--- config.mk ---
export PLATFORM = sky130hd
export DESIGN_NAME = cefl_top
export DESIGN_NICKNAME = d
export VERILOG_FILES = /design/src/hdl/cefl_pkg.sv /design/src/hdl/cefl_event_gen.sv /design/src/hdl/cefl_reg_port.sv /design/src/hdl/cefl_top.sv
export VERILOG_INCLUDE_DIRS = /design/src /design/src/hdl
export SDC_FILE = /design/constraint.sdc
export NUM_CORES = 1
export LEC_CHECK = 0
export ABC_AREA = 1
export BUFFER_PORTS_ARGS = -buffer_cell sky130_fd_sc_hd__buf_4
export CORE_UTILIZATION = 42
export CTS_CLUSTER_DIAMETER = 100
export DETAILED_ROUTE_END_ITERATION = 8
export PLACE_DENSITY = 0.72
export SYNTH_ARGS = -nofsm -noshare
export SYNTH_HDL_FRONTEND = slang
export SYNTH_SLANG_ARGS = --single-unit
--- constraint.sdc ---
create_clock -name clk -period 1.5 [get_ports clk]
set_input_delay 0 -clock clk [delete_from_list [all_inputs] [get_ports clk]]
set_output_delay 0 -clock clk [all_outputs]
set_load 0.02 [all_outputs]
--- src/hdl/cefl_params.svh ---
// Constants of the capture event flag logic: offsets, bit positions, resets.
// Assumes inclusion by bare name from files under hdl/.
`ifndef CEFL_PARAMS_SVH
`define CEFL_PARAMS_SVH

// ----------------------------------------
// Register offsets
// ----------------------------------------
`define CEFL_OFS_IRQ_ENABLES  8'h2C
`define CEFL_OFS_STATUS_FLAGS 8'h2E
`define CEFL_OFS_FLAG_CLEAR   8'h30
`define CEFL_OFS_FLAG_FORCE   8'h32

// ----------------------------------------
// Flag bit positions
// ----------------------------------------
`define CEFL_BIT_INT          0
`define CEFL_BIT_CAP1         1
`define CEFL_BIT_CAP4         4
`define CEFL_BIT_WRAP         5
`define CEFL_BIT_PERIOD       6
`define CEFL_BIT_COMPARE      7

// ----------------------------------------
// Reset values and fixed patterns
// ----------------------------------------
`define CEFL_RST_FLAGS        8'h00
`define CEFL_RST_ENABLES      8'h00
`define CEFL_RST_WORD         16'h0000
`define CEFL_CNT_ALL_ONES     32'hFFFFFFFF
`define CEFL_CNT_ZERO         32'h00000000

`endif

--- src/hdl/cefl_pkg.sv ---
// Types of the capture event flag logic.
// Assumes no surroundings beyond the compiler.
`default_nettype none
package cefl_pkg;

   typedef logic [15:0] cefl_word_t;
   typedef logic [7:0]  cefl_addr_t;
   typedef logic [7:0]  cefl_flags_t;
   typedef logic [31:0] cefl_count_t;

   typedef enum logic [2:0] {
      CEFL_SEL_NONE,
      CEFL_SEL_ENABLES,
      CEFL_SEL_FLAGS,
      CEFL_SEL_CLEAR,
      CEFL_SEL_FORCE
   } cefl_sel_t;

endpackage
`default_nettype wire

--- src/hdl/cefl_event_gen.sv ---
// Event detection from the timestamp counter and capture sequencer.
// Assumes counter, compare, period, mode and capture pulses share clk.
`timescale 1ns/1ps
`default_nettype none
`include "cefl_params.svh"

module cefl_event_gen (
   // Clock and reset
   input  wire logic             clk,
   input  wire logic             resetn,
   // Timer state
   input  wire cefl_pkg::cefl_count_t timestamp_counter,
   input  wire cefl_pkg::cefl_count_t asym_pwm_mode_compare_value,
   input  wire cefl_pkg::cefl_count_t asym_pwm_mode_period_value,
   input  wire logic             asym_pwm_mode,
   input  wire logic [3:0]       capture_event_in,
   // Event pulses, bit 0 unused
   output logic [7:0]            event_q
);
   import cefl_pkg::*;

   cefl_count_t prev_q;
   logic [7:0]  event_d;

   // ----------------------------------------
   // Previous counter value
   // ----------------------------------------
   always_ff @(posedge clk or negedge resetn) begin
      if (!resetn) begin
         prev_q <= `CEFL_CNT_ZERO;
      end else begin
         prev_q <= timestamp_counter;
      end
   end

   // ----------------------------------------
   // Event conditions
   // ----------------------------------------
   always_comb begin
      event_d = 8'h00;
      // Compare reached, asym mode only
      event_d[`CEFL_BIT_COMPARE] = asym_pwm_mode &&
         (timestamp_counter == asym_pwm_mode_compare_value) && (prev_q != asym_pwm_mode_compare_value);
      // Period reached and counter reset
      event_d[`CEFL_BIT_PERIOD] = asym_pwm_mode &&
         (prev_q == asym_pwm_mode_period_value) && (timestamp_counter != asym_pwm_mode_period_value);
      // Rollover in either mode
      event_d[`CEFL_BIT_WRAP] = (prev_q == `CEFL_CNT_ALL_ONES) &&
         (timestamp_counter == `CEFL_CNT_ZERO);
      // Capture events, capture mode only
      event_d[`CEFL_BIT_CAP4:`CEFL_BIT_CAP1] = asym_pwm_mode ? 4'h0 : capture_event_in;
   end

   always_ff @(posedge clk or negedge resetn) begin
      if (!resetn) begin
         event_q <= `CEFL_RST_FLAGS;
      end else begin
         event_q <= event_d;
      end
   end

endmodule
`default_nettype wire

--- src/hdl/cefl_reg_port.sv ---
// Register port: address decode and registered read data.
// Assumes a master on clk with one-cycle strobes, never both at once.
`timescale 1ns/1ps
`default_nettype none
`include "cefl_params.svh"

module cefl_reg_port (
   // Clock and reset
   input  wire logic                 clk,
   input  wire logic                 resetn,
   // Bus side
   input  wire cefl_pkg::cefl_addr_t addr,
   input  wire logic                 rd_stb,
   // Readable state
   input  wire cefl_pkg::cefl_flags_t flags,
   input  wire cefl_pkg::cefl_flags_t enables,
   // Decode and answer
   output cefl_pkg::cefl_sel_t       sel,
   output cefl_pkg::cefl_word_t      rdata_q
);
   import cefl_pkg::*;

   // ----------------------------------------
   // Address decode
   // ----------------------------------------
   always_comb begin
      unique case (addr)
         `CEFL_OFS_IRQ_ENABLES:  sel = CEFL_SEL_ENABLES;
         `CEFL_OFS_STATUS_FLAGS: sel = CEFL_SEL_FLAGS;
         `CEFL_OFS_FLAG_CLEAR:   sel = CEFL_SEL_CLEAR;
         `CEFL_OFS_FLAG_FORCE:   sel = CEFL_SEL_FORCE;
         default:                sel = CEFL_SEL_NONE;
      endcase
   end

   // ----------------------------------------
   // Read data, one cycle after the strobe
   // ----------------------------------------
   always_ff @(posedge clk or negedge resetn) begin
      if (!resetn) begin
         rdata_q <= `CEFL_RST_WORD;
      end else if (rd_stb) begin
         unique case (sel)
            CEFL_SEL_ENABLES: rdata_q <= {8'h00, enables[7:1], 1'b0};
            CEFL_SEL_FLAGS:   rdata_q <= {8'h00, flags};
            default:          rdata_q <= `CEFL_RST_WORD;
         endcase
      end else begin
         rdata_q <= `CEFL_RST_WORD;
      end
   end

endmodule
`default_nettype wire

--- src/hdl/cefl_top.sv ---
// Capture event flag logic: sticky event flags, clear, force, global flag.
// Assumes a timer core and capture sequencer on clk, software on the port.
//
// Added by the designer: strobed register access.
`timescale 1ns/1ps
`default_nettype none
`include "cefl_params.svh"

module cefl_top (
   // Clock and reset
   input  wire logic                  clk,
   input  wire logic                  resetn,
   // Register port
   input  wire cefl_pkg::cefl_addr_t  addr,
   input  wire cefl_pkg::cefl_word_t  wdata,
   input  wire logic                  wr_stb,
   input  wire logic                  rd_stb,
   output cefl_pkg::cefl_word_t       rdata,
   // Timer core
   input  wire cefl_pkg::cefl_count_t timestamp_counter,
   input  wire cefl_pkg::cefl_count_t asym_pwm_mode_compare_value,
   input  wire cefl_pkg::cefl_count_t asym_pwm_mode_period_value,
   input  wire logic                  asym_pwm_mode,
   input  wire logic [3:0]            capture_event_in,
   // Interrupt
   output logic                       irq_q
);
   import cefl_pkg::*;

   cefl_sel_t   sel;
   cefl_flags_t event_q;
   cefl_flags_t flags_q;
   cefl_flags_t flags_d;
   cefl_flags_t event_irq_enables_q;
   cefl_flags_t clear_mask;
   cefl_flags_t force_mask;
   logic        int_q;
   logic        int_d;
   logic        pending;

   // ----------------------------------------
   // Submodules
   // ----------------------------------------
   cefl_event_gen u_event_gen (
      .clk                (clk),
      .resetn             (resetn),
      .timestamp_counter  (timestamp_counter),
      .asym_pwm_mode_compare_value (asym_pwm_mode_compare_value),
      .asym_pwm_mode_period_value  (asym_pwm_mode_period_value),
      .asym_pwm_mode      (asym_pwm_mode),
      .capture_event_in   (capture_event_in),
      .event_q            (event_q)
   );

   cefl_reg_port u_reg_port (
      .clk     (clk),
      .resetn  (resetn),
      .addr    (addr),
      .rd_stb  (rd_stb),
      .flags   (flags_q),
      .enables (event_irq_enables_q),
      .sel     (sel),
      .rdata_q (rdata)
   );

   // ----------------------------------------
   // Write decode
   // ----------------------------------------
   always_comb begin
      clear_mask = 8'h00;
      force_mask = 8'h00;
      if (wr_stb && sel == CEFL_SEL_CLEAR) begin
         clear_mask = wdata[7:0];
      end
      if (wr_stb && sel == CEFL_SEL_FORCE) begin
         force_mask = {wdata[7:1], 1'b0};
      end
   end

   // ----------------------------------------
   // Interrupt enables
   // ----------------------------------------
   always_ff @(posedge clk or negedge resetn) begin
      if (!resetn) begin
         event_irq_enables_q <= `CEFL_RST_ENABLES;
      end else if (wr_stb && sel == CEFL_SEL_ENABLES) begin
         event_irq_enables_q <= {wdata[7:1], 1'b0};
      end
   end

   // ----------------------------------------
   // Event flags
   // ----------------------------------------
   always_comb begin
      flags_d = flags_q;
      for (int i = `CEFL_BIT_CAP1; i <= `CEFL_BIT_COMPARE; i++) begin
         // Set wins over clear, enables not consulted
         flags_d[i] = event_q[i] || force_mask[i] || (flags_q[i] && !clear_mask[i]);
      end
      flags_d[`CEFL_BIT_INT] = int_d;
   end

   always_ff @(posedge clk or negedge resetn) begin
      if (!resetn) begin
         flags_q <= `CEFL_RST_FLAGS;
      end else begin
         flags_q <= flags_d;
      end
   end

   // ----------------------------------------
   // Global interrupt flag and output
   // ----------------------------------------
   assign pending = |(flags_q[7:1] & event_irq_enables_q[7:1]);
   assign int_q   = flags_q[`CEFL_BIT_INT];

   always_comb begin
      // New request only while global flag clear
      int_d = (!int_q && pending) || (int_q && !clear_mask[`CEFL_BIT_INT]);
   end

   always_ff @(posedge clk or negedge resetn) begin
      if (!resetn) begin
         irq_q <= 1'b0;
      end else begin
         irq_q <= int_d;
      end
   end
endmodule
`default_nettype wire

Word level (Yosys, flattened, before mapping)
Index checks and enable logic that the tools add are counted.

operators by class
  reduce and logical (&&, ||, !) cells = 43
  bitwise gates (word level) = 1
  multiplexer cells = 6
  equality and inequality tests = 13

operators by type and width
  operator                                                          number
  32-bit == test                                                    2
  32-bit != test                                                    2
  32-bit == test (second input constant)                            1
  8-bit by 6-bit == test with 1-bit output (second input constant)  4
  32-bit logical NOT                                                1
  8-bit 2-to-1 mux                                                  3
  1-bit logical AND                                                 17
  8-bit case mux with 2 select lines                                1
  1-bit logical OR                                                  15
  3-bit case mux with 4 select lines                                1
  1-bit logical NOT                                                 9
  7-bit bitwise AND                                                 1
  7-bit OR reduction                                                1
  3-bit by 2-bit == test with 1-bit output (second input constant)  2
  4-bit 2-to-1 mux                                                  1
  3-bit by 1-bit == test with 1-bit output (second input constant)  1
  3-bit == test (second input constant)                             1

word-level totals
  flip-flop bits (word level) = 63
  word-level logic and storage cells = 69
  input bits = 129

Longest topological paths before layout
  word-level depth = 8
  depth in mapped cells = 10

Cells and area by module
A second synthesis with hierarchy kept.

second synthesis, totals
  cell total of the unflattened synthesis = 687
  area, all modules = 4563.1 sq um

modules (own cells, without submodules)
  module          times used  sequential area each (sq um)  area an instance (sq um)  cells an instance
  cefl_event_gen  1           975.9                         3200.6                    502
  cefl_top        1           375.4                         792.0                     114
  cefl_reg_port   1           200.2                         570.5                     71

Worst setup path after synthesis
OpenSTA, ideal clock, no wires.

  path kind = register to register
  start point = reg u_event_gen.prev_q[13]
  end point = reg u_event_gen.event_q[7]
  library setup time = 0.117 ns
  data required time = 1.383 ns
  path slack = 0.430 ns
  data arrival time = 0.953 ns
  path buffers = 0
  stages on the path, launching flop included = 8
  clock period less this slack = 1.070 ns
  cells stage by stage = dfrtp_1 > xor2_1 > nor2_1 > nand2_1 > nor2_1 > nand2_1 > nor2_1 > nor2_1

between the ends
  word-level cells in the longest chain between the ends = 2

RTL lines
  what                              RTL line              source
  start, declared                   cefl_event_gen.sv:22  cefl_count_t prev_q;
  start signal, assigned            cefl_event_gen.sv:30  prev_q <= `CEFL_CNT_ZERO;
  start signal, assigned            cefl_event_gen.sv:32  prev_q <= timestamp_counter;
  32-bit != test                    cefl_event_gen.sv:43  (timestamp_counter == asym_pwm_mode_compare_value) && (prev_q != asym_pwm_mode_compare_value);
  1-bit logical AND                 cefl_event_gen.sv:43
  named net u_event_gen.event_d[7]  cefl_event_gen.sv:23  logic [7:0] event_d;
  end signal, assigned              cefl_event_gen.sv:56  event_q <= `CEFL_RST_FLAGS;
  end signal, assigned              cefl_event_gen.sv:58  event_q <= event_d;
  end, declared                     cefl_event_gen.sv:18  output logic [7:0] event_q

The timed path passes the listed nets, and every way through them passes these cells.
A chain may end at the register's enable or synchronous reset.

Worst setup path after layout
  start point = in timestamp_counter[28]
  end point = reg u_event_gen.event_q[5]

between the ends
  word-level cells in the longest chain between the ends = 2

RTL lines
  what                                 RTL line              source
  start, declared                      cefl_top.sv:20        input wire cefl_pkg::cefl_count_t timestamp_counter,
  32-bit logical NOT (no source line)  -
  1-bit logical AND                    cefl_event_gen.sv:48  event_d[`CEFL_BIT_WRAP] = (prev_q == `CEFL_CNT_ALL_ONES) &&
  named net u_event_gen.event_d[5]     cefl_event_gen.sv:23

The timed path passes the listed nets, and every way through them passes these cells.

==> qor.txt <==
Top_reg_cell synth = dfrtp_1
Total power = 4.38 mW
Final setup fails = 0
Worst Path Arrival = 1600 ps
Initial antenna violation count = 0
Worst Skew = 7.91 ps
CORE AREA = 9730 um2
Footprint of the multi-input gates = 2230 um2
Peak fanout along the critical path = 4
Pre-Repair DR Iteration Count = 5
Ys Warns = 0
Clk sinks = 62
Drt total wl = 13300 um
Fillers = 876
Largest net degree at the start of global routing = 38
Highest clock rate = 0.750 GHz
Die Outline Area = 10400 um2
Vias in the first global route = 4331
Hold_ws = 13.4 ps
Chip height = 102 um
Drt drc = 0
Area grow syn2layout = 44.1%
WS Path Type = primary input to flop
HPWL Detailed = 10600 um
Final Max Tran Viols = 0
Post-synth top area cell = dfrtp_1
Max VDD drop = 0.373 mV
Clk buf depth = 2
Num CTS Buffers = 9
Commonest non-fill, non-tap cell in the layout = nand2_1
Most frequent cells in the layout = nand2_1 (165), buf_4 (131), inv_1 (97)
Setup Fix Bufs, Post-CTS = 0
GRT overflow = 0
Crit end category = flop
Die width = 102 um
Detail Route Antenna Nets = 0
WP data required = 1770 ps
Diode count = 0
Row count = 36
Synth top area cells = dfrtp_1 (37%), nand2_1 (15%), xor2_1 (11%)
Pre-CTS WS = 208 ps
CTS H-tree depth = 3
Register area = 1550 um2
Hold WC Path Type = primary input to flop
Starting DRT DRC Count = 246
CP startpoint = timestamp_counter[28]
Clock Latency Late Sink = 340 ps
GPL Wtd Cong = 0.988
WL/cell = 14.6 um
RR Startpoint = u_event_gen.prev_q[21]
EDFF count, synth = 0
TNS Setup = 0 ps
First-pass GRT wire length = 20800 um
Unrepaired setup endpoints after global routing = false
Final Critical Period = 1330 ps
Syn Inst Count = 584
Crit start category = primary input
Final worst slack = 167 ps
Top-area cell type share of the netlist area = 37.0%
Synthesized area = 4190 um2
Vias = 4386
GRT Util Overall = 26.8%
Asr flop ratio synth = 100%
Yosys cell types = 27
Layout cells sized above 1 = 20.8%
Initial core utilization = 43.1%
Post-synthesis sequential area ratio = 37.0%
P_leak = 3.16 nW
Clock Pin Slew Worst Setup and Hold Paths = 70 ps
CTS tree = yes
Ports = 146
FF+latch count, synth = 62
Max Cap Viol = 0
Power per Cell Area = 724 nW/um2
Syn Area/Cell = 7.18 um2
Tcrit/Tclk final = 88.9%
Status = complete, no violations
Worst hold start = wr_stb
PortBufs = 129
Clk root buf = clkbuf_8
Nets = 906
Final hold violations = 0
Vias per cell = 4.79
==> path summary, 6_finish.rpt <==
path	end	slack, ps	depth (start not counted)
min in group asynchronous	event_irq_enables_q[5]	170	2
max in group asynchronous	event_irq_enables_q[6]	820	3
setup reg to reg	u_event_gen.event_q[5]	210	4
setup / recovery	u_event_gen.event_q[5]	170	7
hold / removal	flags_q[4]	10	3
hold reg to reg	flags_q[4]	440	2
==> logic make-up after synthesis <==
kind of cell           synth area share, %
AO/OA/AOI/OAI                         6.15
AND/OR/NAND/NOR                       29.2
other                               0.0894
flip-flops                            37.0
XOR/XNOR                              17.1
buffers and inverters                 10.5
==> power by group <==
part / switching, mW / internal, mW / total, mW
sequential: 0.0688 / 1.74 / 1.80
clock: 0.704 / 0.807 / 1.51
combinational: 0.535 / 0.530 / 1.06
==> metal layers <==
| metal | wire, um | GRT usage [%] |
|---|---|---|
| met5 | 0 | 0 |
| met2 | 6690 | 47.9 |
| met4 | 489 | 12.6 |
| met1 | 5300 | 32.0 |
| met3 | 856 | 3.28 |
==> through the flow <==
stage,instance area (um2),util (%),cells
after global placement,5320,54.6,846
final,6040,62.1,915
after floorplan,4220,-,591
after detailed placement,5320,54.6,846
after global routing,6040,62.1,915
after CTS,6040,62.1,915
==> cell type report <==
| cell class | count | area share (%) |
|---|---|---|
| clock inverters | 6 | 1.01 |
| flip-flops and latches | 62 | 25.7 |
| repair buffers | 185 | 25.4 |
| multi-input cells | 422 | 36.9 |
| inverters | 97 | 6.02 |
| well taps | 133 | 2.75 |
| clock buffers | 10 | 2.28 |
==> synth_stat cells, types with 2 or more instances <==
cell type,instances
xor2_1,55
o21ai_2,7
inv_1,97
nand2_1,165
nor4_1,9
buf_4,8
or2_2,3
nor3_2,2
o21ai_0,11
dfrtp_1,62
nand4_1,17
nor2_1,79
nand3_1,13
o22ai_1,11
a31oi_1,7
xnor2_1,27
==> state kept, by name (all words and copies together) (netlist names) <==
register             count
event_irq_enables_q      7
u_reg_port.rdata_q       8
u_event_gen.event_q      7
u_event_gen.prev_q      32
flags_q                  8
==> worst max-delay path, cell delays in order <==
cell	delay, ps
dlygate4sd3_1	530
buf_4	160
nor4_1	340
nand3_1	180
nor2_1	210
nand2_1	80
nor2_1	100
==> repair_timing <==
item,CTS,global route
hold buffers,53,0
resized for setup,0,0
hold endpoints to repair,109,0
No activity file was read; power rests on OpenSTA's default activity.
